<file path="src/include/flash_guard_pkg.sv">
package flash_guard_pkg;

  // Register bus and flash array geometry
  localparam int unsigned APB_AW       = 12;
  localparam int unsigned ARRAY_AW     = 19;
  localparam int unsigned SECTOR_COUNT = 32;
  localparam int unsigned SECTOR_LSB   = 14;
  localparam int unsigned SECTOR_MSB   = 18;

  // Register byte offsets on the APB
  localparam logic [APB_AW-1:0] OFF_MODULE_CONFIG = 12'h000;
  localparam logic [APB_AW-1:0] OFF_SECURITY      = 12'h008;
  localparam logic [APB_AW-1:0] OFF_PROTECT       = 12'h010;
  localparam logic [APB_AW-1:0] OFF_SUPERVISOR_ONLY_BITS          = 12'h014;

  // Configuration longwords inside the flash array
  localparam logic [ARRAY_AW-1:0] CFG_PROTECT_OFF  = 19'h00400;
  localparam logic [ARRAY_AW-1:0] CFG_SUPERVISOR_ONLY_BITS_OFF     = 19'h0040c;
  localparam logic [ARRAY_AW-1:0] CFG_SECURITY_OFF = 19'h00414;

  // Field positions
  localparam int unsigned LOCK_BIT      = 10;
  localparam int unsigned KEY_ACC_BIT   = 5;
  localparam int unsigned BACKDOOR_BIT  = 31;
  localparam int unsigned SEC_STAT_BIT  = 30;
  localparam int unsigned SEC_CODE_MSB  = 15;

  // Values
  localparam logic [15:0] SECURE_CODE      = 16'h4ac8;
  localparam logic [31:0] PROTECT_RST      = 32'hffff_ffff;
  localparam logic [31:0] SUPERVISOR_ONLY_BITS_RST         = 32'hffff_ffff;
  localparam logic [1:0]  BOOT_SINGLE_CHIP = 2'h0;

  typedef enum logic [1:0] {
    LD_SECTOR_PROTECT_BITS = 2'b00,
    LD_SUPERVISOR_ONLY_BITS = 2'b01,
    LD_SEC  = 2'b10,
    LD_DONE = 2'b11
  } load_state_t;

  typedef struct packed {
    logic                valid;
    logic                user;
    logic                prog_erase;
    logic [ARRAY_AW-1:0] addr;
  } flash_acc_t;

  typedef struct packed {
    logic done;
    logic xfer_err;
    logic pe_refused;
  } acc_resp_t;

  typedef struct packed {
    load_state_t         st;
    logic                req;
    logic [ARRAY_AW-1:0] addr;
    logic                we;
    load_state_t         sel;
    logic [31:0]         data;
    logic                done;
  } loader_state_t;

  typedef struct packed {
    logic        dbg_meta;
    logic        dbg_sync;
    logic        cfg_en_meta;
    logic        cfg_en_sync;
    logic [1:0]  boot_meta;
    logic [1:0]  boot_sync;
    logic        loaded;
    logic [31:0] protect;
    logic [31:0] supervisor_only_bits;
    logic        backdoor;
    logic [15:0] sec_code;
    logic        sec_stat;
    logic        lock;
    logic        key_acc;
    logic        pready;
    logic        pslverr;
    logic [31:0] prdata;
    acc_resp_t   resp;
    logic        dbg_en;
    logic        dbg_req;
    logic [1:0]  boot_mode;
  } guard_state_t;

  localparam guard_state_t GUARD_RST = '{
    protect: PROTECT_RST,
    supervisor_only_bits:    SUPERVISOR_ONLY_BITS_RST,
    default: '0
  };

endpackage

</file>
<file path="src/hw/flash_cfg_loader.sv">
`timescale 1ns/10ps
module flash_cfg_loader
  import flash_guard_pkg::*;
(
  input  wire logic                core_clk,
  input  wire logic                srst,
  output logic                     rd_req,
  output logic [ARRAY_AW-1:0]      rd_addr,
  input  wire logic [31:0]         rd_data,
  input  wire logic                rd_valid,
  output logic                     ld_we,
  output load_state_t              ld_sel,
  output logic [31:0]              ld_data,
  output logic                     ld_done
);

  loader_state_t s_ff;
  loader_state_t nxt_s;

  always_comb begin
    nxt_s    = s_ff;
    nxt_s.we = 1'b0;
    unique case (s_ff.st)
      LD_SECTOR_PROTECT_BITS, LD_SUPERVISOR_ONLY_BITS, LD_SEC: begin
        nxt_s.req = 1'b1;
        unique case (s_ff.st)
          LD_SECTOR_PROTECT_BITS: nxt_s.addr = CFG_PROTECT_OFF;
          LD_SUPERVISOR_ONLY_BITS: nxt_s.addr = CFG_SUPERVISOR_ONLY_BITS_OFF;
          default: nxt_s.addr = CFG_SECURITY_OFF;
        endcase
        if (s_ff.req && rd_valid) begin
          nxt_s.req  = 1'b0;
          nxt_s.we   = 1'b1;
          nxt_s.sel  = s_ff.st;
          nxt_s.data = rd_data;
          unique case (s_ff.st)
            LD_SECTOR_PROTECT_BITS: nxt_s.st = LD_SUPERVISOR_ONLY_BITS;
            LD_SUPERVISOR_ONLY_BITS: nxt_s.st = LD_SEC;
            default: begin
              nxt_s.st   = LD_DONE;
              nxt_s.done = 1'b1;
            end
          endcase
        end
      end
      LD_DONE: begin
        nxt_s.req = 1'b0;
      end
    endcase
  end

  always_ff @(posedge core_clk) begin
    if (srst) begin
      s_ff <= '0;
    end else begin
      s_ff <= nxt_s;
    end
  end

  assign rd_req  = s_ff.req;
  assign rd_addr = s_ff.addr;
  assign ld_we   = s_ff.we;
  assign ld_sel  = s_ff.sel;
  assign ld_data = s_ff.data;
  assign ld_done = s_ff.done;

endmodule

</file>
<file path="src/hw/flash_sector_guard.sv">
`timescale 1ns/10ps
// Operation
// - Security register bit 31 enables the back-door key path.
// - Security register bit 30 reads one while flash is secured.
// - Flash is secured only when the code field equals 0x4AC8.
// - Security bits load at reset from array longword 0x0414.
// - Secured flash blocks all background debug traffic.
// - Secured flash boots single-chip, ignoring external reset config.
// - Protection mask loads at reset from array longword 0x0400.
// - Protection mask always readable; writable only while unlocked.
// - Protect bit one refuses program/erase of its sector.
// - 512 KB array forms thirty-two 16 KB sectors, one bit each.
// - Supervisor mask loads at reset from array longword 0x040C.
// - Supervisor mask always readable; writable only while unlocked.
// - Supervisor mask uses the protection mask's bit-to-sector mapping.
// - Supervisor bit one: user access ends in transfer error.
// - Supervisor bit zero: user and supervisor accesses allowed.
// - Lock bit readable, set once; while set masks reject writes.
// - Key-access bit writable only while back-door enable is one.
// - User-mode register access has no effect, ends in error.
module flash_sector_guard
  import flash_guard_pkg::*;
(
  input  wire logic                core_clk,
  input  wire logic                srst,
  input  wire logic                psel,
  input  wire logic                penable,
  input  wire logic                pwrite,
  input  wire logic [APB_AW-1:0]   paddr,
  input  wire logic [31:0]         pwdata,
  input  wire logic [3:0]          pstrb,
  input  wire logic [2:0]          pprot,
  output logic                     pready,
  output logic [31:0]              prdata,
  output logic                     pslverr,
  output logic                     cfg_rd_req,
  output logic [ARRAY_AW-1:0]      cfg_rd_addr,
  input  wire logic [31:0]         cfg_rd_data,
  input  wire logic                cfg_rd_valid,
  input  wire flash_acc_t          flash_acc,
  output acc_resp_t                flash_resp,
  input  wire logic                dbg_req_pin,
  output logic                     dbg_req_out,
  output logic                     dbg_port_enable,
  input  wire logic                boot_cfg_en_pin,
  input  wire logic [1:0]          boot_cfg_pin,
  output logic [1:0]               boot_mode,
  output logic                     security_active_status,
  output logic                     backdoor_enable,
  output logic                     key_write_enable,
  output logic                     config_loaded
);

  guard_state_t s_ff;
  guard_state_t nxt_s;

  logic                ld_we;
  load_state_t         ld_sel;
  logic [31:0]         ld_data;
  logic                ld_done;
  logic [4:0]          sector;
  logic                complete;
  logic                bad_access;

  flash_cfg_loader u_loader (
    .core_clk (core_clk),
    .srst     (srst),
    .rd_req   (cfg_rd_req),
    .rd_addr  (cfg_rd_addr),
    .rd_data  (cfg_rd_data),
    .rd_valid (cfg_rd_valid),
    .ld_we    (ld_we),
    .ld_sel   (ld_sel),
    .ld_data  (ld_data),
    .ld_done  (ld_done)
  );

  function automatic logic reg_hit(input logic [APB_AW-1:0] a);
    reg_hit = (a == OFF_MODULE_CONFIG) || (a == OFF_SECURITY) ||
              (a == OFF_PROTECT) || (a == OFF_SUPERVISOR_ONLY_BITS);
  endfunction

  // Byte-lane merge for the two mask registers
  function automatic logic [31:0] merge_strb(input logic [31:0] old_v,
                                             input logic [31:0] new_v,
                                             input logic [3:0]  strb);
    logic [31:0] r;
    r = old_v;
    for (int i = 0; i < 4; i++) begin
      if (strb[i]) begin
        r[8*i +: 8] = new_v[8*i +: 8];
      end
    end
    merge_strb = r;
  endfunction

  function automatic logic [31:0] read_mux(input logic [APB_AW-1:0] a,
                                           input guard_state_t st);
    logic [31:0] r;
    r = 32'h0000_0000;
    unique case (a)
      OFF_MODULE_CONFIG: begin
        r[LOCK_BIT]    = st.lock;
        r[KEY_ACC_BIT] = st.key_acc;
      end
      OFF_SECURITY: begin
        r[BACKDOOR_BIT]       = st.backdoor;
        r[SEC_STAT_BIT]       = st.sec_stat;
        r[SEC_CODE_MSB:0]     = st.sec_code;
      end
      OFF_PROTECT: r = st.protect;
      OFF_SUPERVISOR_ONLY_BITS:    r = st.supervisor_only_bits;
      default:     r = 32'h0000_0000;
    endcase
    read_mux = r;
  endfunction

  // Sector of the current array access
  assign sector   = flash_acc.addr[SECTOR_MSB:SECTOR_LSB];
  assign complete = psel && penable && s_ff.pready;
  assign bad_access = !reg_hit(paddr) || !pprot[0];

  always_comb begin
    nxt_s = s_ff;

    // Two-stage synchronisers for pins
    nxt_s.dbg_meta    = dbg_req_pin;
    nxt_s.dbg_sync    = s_ff.dbg_meta;
    nxt_s.cfg_en_meta = boot_cfg_en_pin;
    nxt_s.cfg_en_sync = s_ff.cfg_en_meta;
    nxt_s.boot_meta   = boot_cfg_pin;
    nxt_s.boot_sync   = s_ff.boot_meta;

    // Reset-time load of the configuration longwords
    if (ld_we) begin
      unique case (ld_sel)
        LD_SECTOR_PROTECT_BITS: nxt_s.protect = ld_data;
        LD_SUPERVISOR_ONLY_BITS: nxt_s.supervisor_only_bits    = ld_data;
        LD_SEC: begin
          nxt_s.backdoor = ld_data[BACKDOOR_BIT];
          nxt_s.sec_code = ld_data[SEC_CODE_MSB:0];
          nxt_s.sec_stat = (ld_data[SEC_CODE_MSB:0] ==
                            SECURE_CODE);
        end
        default: nxt_s.sec_stat = s_ff.sec_stat;
      endcase
    end
    nxt_s.loaded = ld_done;

    // APB slave: one wait-free access phase once loaded
    if (complete) begin
      nxt_s.pready = 1'b0;
      if (pwrite && !s_ff.pslverr) begin
        unique case (paddr)
          OFF_MODULE_CONFIG: begin
            if (pstrb[1] && pwdata[LOCK_BIT]) begin
              nxt_s.lock = 1'b1;
            end
            if (pstrb[0] && s_ff.backdoor) begin
              nxt_s.key_acc = pwdata[KEY_ACC_BIT];
            end
          end
          OFF_PROTECT: begin
            if (!s_ff.lock) begin
              nxt_s.protect = merge_strb(s_ff.protect, pwdata,
                                         pstrb);
            end
          end
          OFF_SUPERVISOR_ONLY_BITS: begin
            if (!s_ff.lock) begin
              nxt_s.supervisor_only_bits = merge_strb(s_ff.supervisor_only_bits, pwdata,
                                      pstrb);
            end
          end
          default: nxt_s.lock = s_ff.lock;
        endcase
      end
    end else if (psel && !s_ff.pready && s_ff.loaded) begin
      nxt_s.pready  = 1'b1;
      nxt_s.pslverr = bad_access;
      nxt_s.prdata  = (bad_access || pwrite) ? 32'h0000_0000 :
                      read_mux(paddr, s_ff);
    end

    // Array access checks, one cycle after the request
    nxt_s.resp.done       = flash_acc.valid;
    nxt_s.resp.xfer_err   = flash_acc.valid && flash_acc.user &&
                            s_ff.supervisor_only_bits[sector];
    nxt_s.resp.pe_refused = flash_acc.valid && flash_acc.prog_erase &&
                            s_ff.protect[sector];

    // Debug port and boot mode gating
    nxt_s.dbg_en  = s_ff.loaded && !s_ff.sec_stat;
    nxt_s.dbg_req = s_ff.loaded && !s_ff.sec_stat &&
                    s_ff.dbg_sync;
    if (!s_ff.loaded || s_ff.sec_stat || !s_ff.cfg_en_sync) begin
      nxt_s.boot_mode = BOOT_SINGLE_CHIP;
    end else begin
      nxt_s.boot_mode = s_ff.boot_sync;
    end
  end

  always_ff @(posedge core_clk) begin
    if (srst) begin
      s_ff <= GUARD_RST;
    end else begin
      s_ff <= nxt_s;
    end
  end

  assign pready                 = s_ff.pready;
  assign prdata                 = s_ff.prdata;
  assign pslverr                = s_ff.pslverr;
  assign flash_resp             = s_ff.resp;
  assign dbg_req_out            = s_ff.dbg_req;
  assign dbg_port_enable        = s_ff.dbg_en;
  assign boot_mode              = s_ff.boot_mode;
  assign security_active_status = s_ff.sec_stat;
  assign backdoor_enable        = s_ff.backdoor;
  assign key_write_enable       = s_ff.key_acc;
  assign config_loaded          = s_ff.loaded;

endmodule

</file>
<file path="config.mk">
export PLATFORM = sky130hd
export DESIGN_NAME = flash_sector_guard
export DESIGN_NICKNAME = d
export VERILOG_FILES = /design/src/include/flash_guard_pkg.sv /design/src/hw/flash_cfg_loader.sv /design/src/hw/flash_sector_guard.sv
export SDC_FILE = /design/constraint.sdc
export NUM_CORES = 1
export LEC_CHECK = 0
export BUFFER_PORTS_ARGS = -buffer_cell sky130_fd_sc_hd__buf_4
export CAP_MARGIN = 10
export CORE_MARGIN = 4
export CORE_UTILIZATION = 41
export DETAILED_ROUTE_END_ITERATION = 6
export PLACE_DENSITY = 0.59
export SETUP_SLACK_MARGIN = 0.4
export SLEW_MARGIN = 20
export SYNTH_ARGS = -nofsm -noshare
export SYNTH_HDL_FRONTEND = slang
export SYNTH_SLANG_ARGS = --single-unit
</file>
<file path="constraint.sdc">
create_clock -name core_clk -period 4.6 [get_ports core_clk]
set_input_delay 0.46 -clock core_clk [delete_from_list [all_inputs] [get_ports core_clk]]
set_output_delay 0.46 -clock core_clk [all_outputs]
set_load 0.005 [all_outputs]
</file>
-- Word-level counts from Yosys, hierarchy flattened
Index checks and enable logic that the tools add are counted.
- order comparisons: 1
- eq/ne operators: 17
- muxes and demuxes: 33
- bitwise operators: 3
- reductions and logical operators: 42
- operators with widths (operator ; number):
    two-way mux 32 bit ; 7
    two-way mux 64 bit ; 2
    two-way mux 82 bit ; 1
    inequality test 5 bit (second input constant) ; 8
    two-way mux 36 bit ; 1
    two-way mux 8 bit ; 4
    case mux 5 bit (3 select lines) ; 2
    case mux 14 bit (2 select lines) ; 1
    == test 12 x 5 -> 1 bit (second input constant) ; 2
    two-way mux 17 bit ; 1
    == test 16 x 15 -> 1 bit (second input constant) ; 1
    logical AND 1 bit ; 14
    == test 12 x 4 -> 1 bit (second input constant) ; 1
    zero test 12 bit ; 1
    case mux 4 bit (3 select lines) ; 1
    binary-select mux 1 bit (select 5 bit) ; 2
    case mux 5 bit (2 select lines) ; 1
    case mux 1 bit (4 select lines) ; 2
    AND reduction 4 bit ; 2
    OR reduction 2 bit ; 4
    zero test 1 bit ; 7
    logical OR 1 bit ; 7
    == test 2 bit (second input constant) ; 3
    < comparator 5 x 6 -> 1 bit (second input constant) ; 1
    10 further kinds ; 20
- register bits after elaboration: 192
- input port bits: 115

-- Depth between registers and ports, before layout
Gate-level depths: netlist (run 1).
- depth after elaboration: 8
- depth in mapped cells: 8

-- Cells and area by module
From an unflattened synthesis (run 1), not the netlist that was laid out.
- cells, all modules: 980
- area total of the unflattened synthesis: 9031.2 sq um
- modules (own cells, without submodules) (module ; times used ; cells each ; area an instance (sq um)):
    flash_sector_guard ; 1 ; 738 ; 6767.7
    flash_cfg_loader ; 1 ; 242 ; 2263.4

-- Worst setup path after synthesis (run 1)
No wires, ideal clock.
- kind: input -> register
- from: in paddr[11]
- to: reg s_ff[77] (netlist name)
- setup time: 0.122 ns
- arrival: 2.590 ns
- required time: 4.478 ns
- setup slack: 1.888 ns
- stages: 8
- path buffers: 3
- cell sequence: or4_4 -> or4b_1 -> buf_6 -> or2_4 -> nor2b_4 -> buf_6 -> buf_6 -> a221o_1
- word-level cells in the longest chain between the ends: 4
- elaborated cells between the ends (all ways): 5
- those cells by class: 2 x eq/ne; 3 x mux
- ends and longest elaborated chain (item ; RTL line ; text):
    from (decl) ; flash_sector_guard.sv:29 ; input wire logic [APB_AW-1:0] paddr,
    == test 12 x 5 -> 1 bit * ; flash_sector_guard.sv:154 ; unique case (paddr)
    two-way mux 32 bit ; flash_sector_guard.sv:154 ;
    two-way mux 64 bit ; flash_sector_guard.sv:153 ; if (pwrite && !s_ff.pslverr) begin
    two-way mux 64 bit ; flash_sector_guard.sv:151 ; if (complete) begin
    to (signal assigned) ; flash_sector_guard.sv:207 ; s_ff <= nxt_s;
    to (decl) ; flash_sector_guard.sv:54 ; guard_state_t s_ff;
Every way passes the cells marked *; elsewhere a longest branch is shown, timed or not.
A chain may end at the register's enable or synchronous reset.

-- Worst setup path after layout (run 1)
- from: in paddr[11]
- to: reg s_ff[115] (netlist name)
The elaborated chain is that of the path after synthesis.

==> summary.txt, run 1 <==
Cells and area
  – Synth-to-layout area growth: 17.86%
  – Storage element area: 3543 um^2
  – Number of fill cells: 1885
  – Antenna Cells: 0
  – Final net count: 1051
  – Fraction of layout cells with a size suffix above 1: 24.34%
  – Area occupied by multi-input gates: 3921 um^2

STA
  – Pins over their slew limit: 0
  – Max frequency: 0.3471 GHz
  – Clk_skew: 0.007611 ns
  – Setup ws final: 1.719 ns
  – Measured slew at the worst slew-check pin: 0.9541 ns
  – Fin crit period: 2.881 ns
  – Period Utilization, post-route: 62.64%
  – Setup Total Neg Slack: 0 ns
  – Relative slew slack: 36.26%
  – Unrepaired setup endpoints after global routing: false
  – Final hold vios: 0
  – # setup viols final: 0

Die
  – Core Area: 19460 um^2
  – # IOs: 180
  – Die Y: 148.9 um
  – Row count: 51
  – Starting density of the core: 41.79%
  – Chip width: 148.9 um
  – Die Area: 22160 um^2

Routing
  – Post-DR vias/cell: 5.539
  – DR iter-0 viols: 529
  – Vias: 6724
  – ANT nets after route: 0
  – DRC: 0
  – DRT Pass-1 Iters: 6
  – Per-cell routed wire length: 19.67 um
  – Final WL: 23870 um

Status
  – Outcome: finished, final reports clean

Worst setup path
  – Reg-to-reg critical path endpoint: s_ff[115]
  – Arrival time worst endpoint: 3.19 ns
  – Setup CP Type: input port to register
  – Critical Path End: s_ff[115]
  – CP required: 4.91 ns
  – Startpoint Class: input port
  – RR Startpoint: pready
  – Worst Setup End Kind: register
  – Flop-to-flop setup slack: 2.17 ns
  – CP Max Fanout: 10
  – Cell count of the worst reg-to-reg path: 5
  – CP startpoint: paddr[11]

Power and ir drop
  – Combinational share of power: 7.9%
  – Switching power: 0.7677 mW
  – Sequential Power Share: 47.5%
  – Leak: 3.490 nW
  – Pint: 2.616 mW
  – Overall power: 3.383 mW
  – PwrDens: 352.9 nW/um^2
  – Peak supply drop: 0.2217 mV
  – Sw Share: 22.69%
  – Clock Power Share: 44.7%

Clocking
  – CTS Sinks: 177
  – Clock Path Buffers: 2
  – Clk slew on worst S/H paths: 0.06 ns
  – TritonCTS Buffers: 17
  – Cts hold-fix bufs: 0
  – Post-CTS setup repair buffer count: 0
  – CTS tree: yes
  – CTS resizes: 0
  – Clock latency at the later pin of the worst-skew pair: 0.43 ns
  – Clock root cell: clkbuf_16
  – CTS HTree Levels: 4

Logic synthesis
  – Sequential fraction of the synthesis area: 43.56%
  – Syn Area/Cell: 9.393 um^2
  – Dominant register cell in the synthesized netlist: dfxtp_1
  – Leading area contributor after synthesis: dfxtp_1
  – Synth unique cells: 46
  – Synth Instances: 866
  – Ys async rst share: 0%
  – Most common library cells after synthesis: 177 x dfxtp_1, 168 x nand2_1, 71 x a21oi_1
  – Yosys reg bits: 177
  – Top-area cell type share of the netlist area: 43.56%
  – Top-count cell post-synth: dfxtp_1
  – Yosys warning total: 0
  – Synthesized cell area: 8134 um^2
  – EDFF count, synth: 0
  – Synth area leaders: dfxtp_1 44%, a221o_1 7.9%, nand2_1 7.8%

Global route
  – GR Util met3: 5.956%
  – Initial antenna violation count: 0
  – Vias in the first global route: 6431
  – Global-route wire length before repair: 36400 um
  – Largest net degree at the start of global routing: 88
  – GRT met2 Usage: 34.24%
  – Most used routing layer: met2
  – Global Route Usage Sum: 21.06%
  – Met1 Usage GRT: 28.24%
  – GRT overflow: 0

Place
  – Post-DP HPWL: 16480 um
  – Pre-CTS setup slack: 1.310 ns
  – I/O Buffers: 148
  – GP Congestion: 0.8258

Job
  – Maxcap violations: 0

Min path
  – Hold Path Class: input port to register
  – Hold path startpoint: boot_cfg_pin[1]
-- area by class of cell --
cell class | instances | area share [%]
clock buffers | 24 | 5.129
inverters | 1 | 0.03915
clock inverters | 8 | 1.292
multi-input cells | 583 | 40.90
well taps | 265 | 3.459
repair buffers | 156 | 12.22
flip-flops and latches | 177 | 36.96
-- cells by family (layout without fill, tap and decap cells) --
family          Yosys count  after routing  synth area share, %
simple gates            263            263                15.20
compound gates          254            254                22.90
flops                   177            177                43.56
buf+inv                 120            189                8.968
mux                      51             51                9.322
other cells               1             15              0.04610
-- through the flow --
step / cell area (um^2) / util [%] / std cells / hold WS [ns]
floorplan: 8187 / - / 880 / 0.4057
global placement: 8971 / 46.09 / 1182 / 0.4168
detailed placement: 8971 / 46.09 / 1182 / 0.4223
CTS: 9587 / 49.26 / 1214 / 0.2309
global route: 9587 / 49.26 / 1214 / 0.2316
finish: 9587 / 49.26 / 1214 / 0.2439
-- registers in the layout (all words and copies together), names as in the netlist, 2 cells and up --
signal,cells
boot_mode,2
flash_resp,3
nxt_s,4
prdata,32
s_ff,85
u_loader.ld_data,32
u_loader.ld_sel,2
u_loader.rd_addr,4
u_loader.s_ff,2
-- cells in the final DEF (no fill, tap or decap), types with 5 or more instances in the layout --
master,count
a21oi_1,71
a221o_1,64
a222oi_1,16
and2_1,5
buf_4,156
clkbuf_16,17
conb_1,15
dfxtp_1,177
mux2_2,18
mux2i_1,15
mux4_2,18
nand2_1,168
nand3_1,10
nor2_1,17
nor2b_1,15
nor3_1,6
nor4_1,5
o21ai_0,19
o21ai_1,8
o21bai_1,64
-- per-layer routing --
| layer | up-vias | wire length (um) | share of wire, % |
|---|---|---|---|
| li1 | 3247 | - | - |
| met1 | 3218 | 10610 | 44 |
| met2 | 241 | 11230 | 47 |
| met3 | 18 | 1815 | 7.6 |
| met4 | 0 | 220 | 0.92 |
| met5 | - | 0 | 0 |
-- worst min-delay path by stage --
stage                     cells after the start           to
after floorplan                               1  dbg_req_out
after global placement                        1    s_ff[127]
after detailed placement                      1    s_ff[126]
after CTS                                     2   nxt_s[126]
after global routing                          2   nxt_s[127]
final                                         2   nxt_s[127]
-- power by group through the flow --
stage / Clock [mW] / Sequential (mW) / Combinational, mW
2_1_floorplan: 0 / 1.62 / 0.169
3_3_place_gp: 0 / 1.64 / 0.263
3_5_place_dp: 0 / 1.64 / 0.266
4_1_cts: 1.53 / 1.60 / 0.266
5_1_grt: 1.60 / 1.61 / 0.290
6_report: 1.51 / 1.61 / 0.266
-- critical path, cell delays in order --
cell and delay (ns):
buf_4 0.11, or4_4 0.52, or4b_1 0.73, o21ai_0 0.53, o21ai_1 0.43, a221o_1 0.40
(Power assumes the default switching activity.)
==> inputs of run 2 (changes only) <==
clock period = 2.9 ns   (was 4.6 ns; I/O delays follow)
==> run 2 against run 1 <==
Effect of this change:
- power increased by 61%
- register-to-register slack got worse by 1.5 ns
- non-clock buffer count is 15 higher
- final area increased by 1.4%
- sequential power increased by 58%
- global-route usage is 0.83 points higher
- count of clock-buffer cells in the layout fell by 2
- combinational power grew 64%
- first-iteration DRC count increased by 28%
- die area did not move
- largest cell class unchanged
==> summary.txt, run 2 (same netlist as run 1, synthesis figures left out) <==
Worst setup path
  – Arrival time worst endpoint: 2.70 ns
  – CP Max Fanout: 8
  – Buffers & Inverters on Critical Path: 1
  – Crit path cell chain: buf_4 > or4_4 > or4b_1 > o21ai_0 > o21ai_1 > a221o_1
  – CP required: 3.23 ns
  – Setup CP Type: input port to register
  – CP max stage cell: or4b_1
  – Startpoint Class: input port
  – CP max stage delay: 0.60 ns
  – Cell family with most CP delay: compound AO/OA/AOI/OAI gates
  – Worst Setup End Kind: register

STA
  – Max frequency: 0.4211 GHz
  – Clk_skew: 0.007073 ns
  – Period Utilization, post-route: 81.89%
  – Setup ws final: 0.5253 ns
  – Setup Total Neg Slack: 0 ns
  – Relative slew slack: 36.93%
  – Measured slew at the worst slew-check pin: 0.9440 ns
  – Unrepaired setup endpoints after global routing: false
  – Final hold slack: 0.06154 ns
  – # setup viols final: 0
  – Pins over their slew limit: 0
  – Final hold vios: 0
  – Fin crit period: 2.375 ns

Clocking
  – Clock Path Buffers: 2
  – Cts hold-fix bufs: 0
  – TritonCTS Buffers: 17
  – CTS tree: yes
  – CTS HTree Levels: 4
  – Clock latency at the later pin of the worst-skew pair: 0.44 ns
  – Clk slew on worst S/H paths: 0.07 ns
  – Clock root cell: clkbuf_16
  – CTS Sinks: 177

Global route
  – Largest net degree at the start of global routing: 78
  – Vias in the first global route: 6542
  – Global Route Usage Sum: 21.89%
  – Global-route wire length before repair: 37560 um
  – GRT overflow: 0
  – Initial antenna violation count: 0

Routing
  – DR iter-0 viols: 678
  – DRC: 0
  – Vias: 6865
  – DRT Pass-1 Iters: 7
  – Post-DR vias/cell: 5.586
  – Final WL: 24480 um
  – Per-cell routed wire length: 19.92 um
  – ANT nets after route: 0

Die
  – Row count: 51
  – Chip width: 148.9 um
  – Die Area: 22160 um^2
  – Die Y: 148.9 um
  – Core Area: 19460 um^2
  – Starting density of the core: 41.79%
  – # IOs: 180

Power and ir drop
  – Leak: 3.561 nW
  – Peak supply drop: 0.4388 mV
  – PwrDens: 558.9 nW/um^2
  – Overall power: 5.432 mW

Place
  – Pre-CTS setup slack: 0.07009 ns
  – I/O Buffers: 148
  – Placed insts: 1197
  – Post-DP HPWL: 17090 um
  – GP Congestion: 0.8482
  – Placed Area: 9091 um^2

Cells and area
  – Design area: 9719 um^2
  – Final core utilization: 49.94%
  – Antenna Cells: 0
  – Synth-to-layout area growth: 19.49%
  – Final net count: 1066
  – Filler-free cell count of the finished design: 1229
  – Register with the most flip-flops: s_ff
  – Most frequent cells in the layout: 177 x dfxtp_1, 170 x buf_4, 168 x nand2_1
  – Fraction of layout cells with a size suffix above 1: 25.52%
  – Max FFs per register: 85
  – Commonest non-fill, non-tap cell in the layout: dfxtp_1

Job
  – Maxcap violations: 0

Min path
  – Hold Path Class: input port to register

Status
  – Outcome: finished, final reports clean
## run 2: changes by cell type in the layout (fill, tap and decap cells not counted), sizes merged
cell      before  now
clkinv         2    3
bufinv         3    4
buf          156  171
clkbuf        24   22
clkinvlp       2    3
inv            2    1
## run 2: repair_timing
item,CTS,global route
setup endpoints to repair,0,32
gates resized for setup,0,2
buffers inserted,0,0
## run 2: per-layer routing
metal | up-vias | global-route usage (%) | part of all wire [%]
li1 | 3286 | - | -
met5 | - | 0 | 0
met2 | 258 | 33.12 | 45
met4 | 0 | 6.636 | 1.7
met1 | 3293 | 32.01 | 47
met3 | 28 | 3.859 | 6.9
## run 2: where the power goes
group	leakage, nW	internal [mW]	switching [mW]
clock network	0.296	1.48	0.965
registers	1.44	2.49	0.0574
logic	1.83	0.217	0.219
total	3.56	4.19	1.24
## run 2: final timing paths
check	startpoint	end	slack, ns	depth (start not counted)
max	paddr[11]	s_ff[81]	0.53	6
min	boot_cfg_pin[1]	nxt_s[127]	0.06	2
max reg2reg	pslverr	s_ff[81]	0.68	5
min reg2reg	s_ff[132]	dbg_req_out	0.43	1
## run 2: area by class of cell
cell class | instances | area (um^2)
inverter | 1 | 3.754
multi-input combinational | 583 | 3923
clock inverter | 10 | 157.7
clock buffer | 22 | 464.2
timing repair buffer | 171 | 1296
sequential | 177 | 3543
tap | 265 | 331.6
fill | 1917 | 9743
## run 2: worst register-to-register path: stages, from the launching register on
cell,delay (ns)
dfxtp_1,0.35
nor4bb_2,0.39
nand3_1,0.21
or2_4,0.32
o21ai_1,0.63
a221o_1,0.26
==> inputs of run 3 (changes only) <==
PLACE_DENSITY = 0.62   (was 0.59)
clock period = 2 ns   (was 2.9 ns; I/O delays follow)
==> run 3 against run 2 <==
Effect of this change:
- the flow now finishes with violations (setup timing)
- sequential share of layout area is 2.4 points lower
- die area stayed put
- count of clock-buffer cells in the layout is 5 lower
- final area is 7.4% higher
- combinational power is 59% higher
- register-to-register slack worse by 0.63 ns
- clock power is 36% higher
- largest power group unchanged
==> summary.txt, run 3 (same netlist as run 1, synthesis figures left out) <==
Status
  – Outcome: complete, but fails checks
  – Failing checks: setup timing

Cells and area
  – Final net count: 1110
  – Fraction of layout cells with a size suffix above 1: 33.43%
  – Commonest non-fill, non-tap cell in the layout: buf_4
  – Max FFs per register: 85
  – Antenna Cells: 0
  – Most frequent cells in the layout: 186 x buf_4, 170 x dfxtp_1, 168 x nand2_1
  – Register with the most flip-flops: s_ff
  – Design area: 10440 um^2
  – Synth-to-layout area growth: 28.29%

Global route
  – GRT overflow: 0
  – Largest net degree at the start of global routing: 45
  – Initial antenna violation count: 0
  – Global Route Usage Sum: 22.35%
  – Global-route wire length before repair: 38760 um
  – Vias in the first global route: 6915

Clocking
  – Clock Path Buffers: 2
  – CTS tree: yes
  – CTS HTree Levels: 4
  – CTS Sinks: 177
  – TritonCTS Buffers: 17
  – Clock latency at the later pin of the worst-skew pair: 0.43 ns
  – Clk slew on worst S/H paths: 0.08 ns
  – Clock root cell: clkbuf_16

Die
  – Die Y: 148.9 um
  – Starting density of the core: 41.79%
  – Row count: 51
  – Core Area: 19460 um^2
  – Die Area: 22160 um^2
  – # IOs: 180
  – Chip width: 148.9 um

Power and ir drop
  – Leak: 3.925 nW
  – Clock Power Share: 43.1%
  – Combinational share of power: 9.0%
  – Sequential Power Share: 47.9%
  – Pint: 5.640 mW
  – Peak supply drop: 0.6092 mV
  – Overall power: 7.708 mW
  – Switching power: 2.069 mW
  – PwrDens: 738.7 nW/um^2
  – Sw Share: 26.84%

STA
  – Final hold vios: 0
  – Fin crit period: 2.039 ns
  – Period Utilization, post-route: 101.9%
  – Max frequency: 0.4905 GHz
  – Setup Total Neg Slack: -0.2674 ns
  – Unrepaired setup endpoints after global routing: true
  – # setup viols final: 31
  – Setup ws final: -0.03860 ns
  – Pins over their slew limit: 0
  – Measured slew at the worst slew-check pin: 0.6660 ns
  – Clk_skew: 0.01286 ns
  – Relative slew slack: 55.60%

Routing
  – DRC: 0
  – Vias: 7243
  – Per-cell routed wire length: 20.09 um
  – DRT Pass-1 Iters: 5
  – Post-DR vias/cell: 5.690
  – DR iter-0 viols: 549
  – Final WL: 25580 um
  – ANT nets after route: 0

Place
  – GP Congestion: 0.8694
  – Placed Area: 9199 um^2
  – Post-DP HPWL: 16970 um
  – I/O Buffers: 148

Worst setup path
  – Arrival time worst endpoint: 2.35 ns
  – CP required: 2.31 ns
  – CP Max Fanout: 8
  – Flop-to-flop setup slack: 0.05 ns
  – Startpoint Class: input port
  – Setup CP Type: input port to register
  – Worst Setup End Kind: register

Job
  – Maxcap violations: 0

Min path
  – Hold Path Class: input port to register
[run 3: cell count changes in the layout (fill, tap and decap cells not counted), moves of 8 or more]
| cell | change |
|---|---|
| dlygate4sd3_1 | +10 |
| nor2b_4 | +8 |
| buf_4 | +16 |
| buf_6 | +8 |
| a21oi_2 | +16 |
| o21ai_0 | -14 |
| o21ai_2 | +12 |
| a21oi_1 | -16 |
[run 3: stage by stage]
step           hold WS, ns  std cells  utilization, %  setup WS (ns)
2_1_floorplan       0.3076        880               -        -0.3663
3_3_place_gp        0.4099       1211           47.26        -0.6302
3_5_place_dp        0.4114       1211           47.26        -0.6831
4_1_cts          0.0005246       1264           52.18        0.01223
5_1_grt           0.007149       1273           53.62       -0.01786
6_report           0.01405       1273           53.62       -0.03860
[run 3: critical path: stages]
cell and delay (ns):
buf_6 0.09, or4_4 0.53, or4b_4 0.49, buf_6 0.15, or2_4 0.32, nor2b_4 0.21, a221o_1 0.36
[run 3: repair_timing]
item / in CTS / in global routing
gates cloned: 8 / 1
resized for setup: 40 / 69
setup endpoints to repair: 99 / 100
pin swaps: 10 / 35
buffers inserted: 4 / 7
hold buffers: 9 / 1
endpoints found under the hold margin: 9 / 1
[run 3: power by group through the flow]
stage / clock network [mW] / logic (mW) / registers [mW]
after floorplan: 0 / 0.395 / 3.74
after global placement: 0 / 0.628 / 3.77
after detailed placement: 0 / 0.635 / 3.77
after CTS: 3.36 / 0.674 / 3.69
after global routing: 3.52 / 0.756 / 3.70
final: 3.32 / 0.695 / 3.69
[run 3: per-layer routing]
metal | GRT usage, % | wire [um]
met1 | 30.35 | 11000
met2 | 36.49 | 12300
met3 | 4.619 | 1748
met4 | 5.995 | 526
met5 | 0 | 0
[run 3: path summary, 6_finish.rpt]
kind                        from                   to  cells past startpoint
setup / recovery       paddr[11]             s_ff[61]                      7
hold / removal    cfg_rd_data[4]  u_loader.ld_data[4]                      3
setup reg to reg        s_ff[42]             s_ff[61]                      6
hold reg to reg        s_ff[132]          dbg_req_out                      1
[run 3: cell type report]
cell class              instances  area [um^2]
well taps                     265        331.6
clock buffers                  17        425.4
repair buffers                209         1682
flip-flops and latches        177         3552
multi-input cells             589         4280
inverters                       1        3.754
fillers                      1781         9027
clock inverters                15        160.2
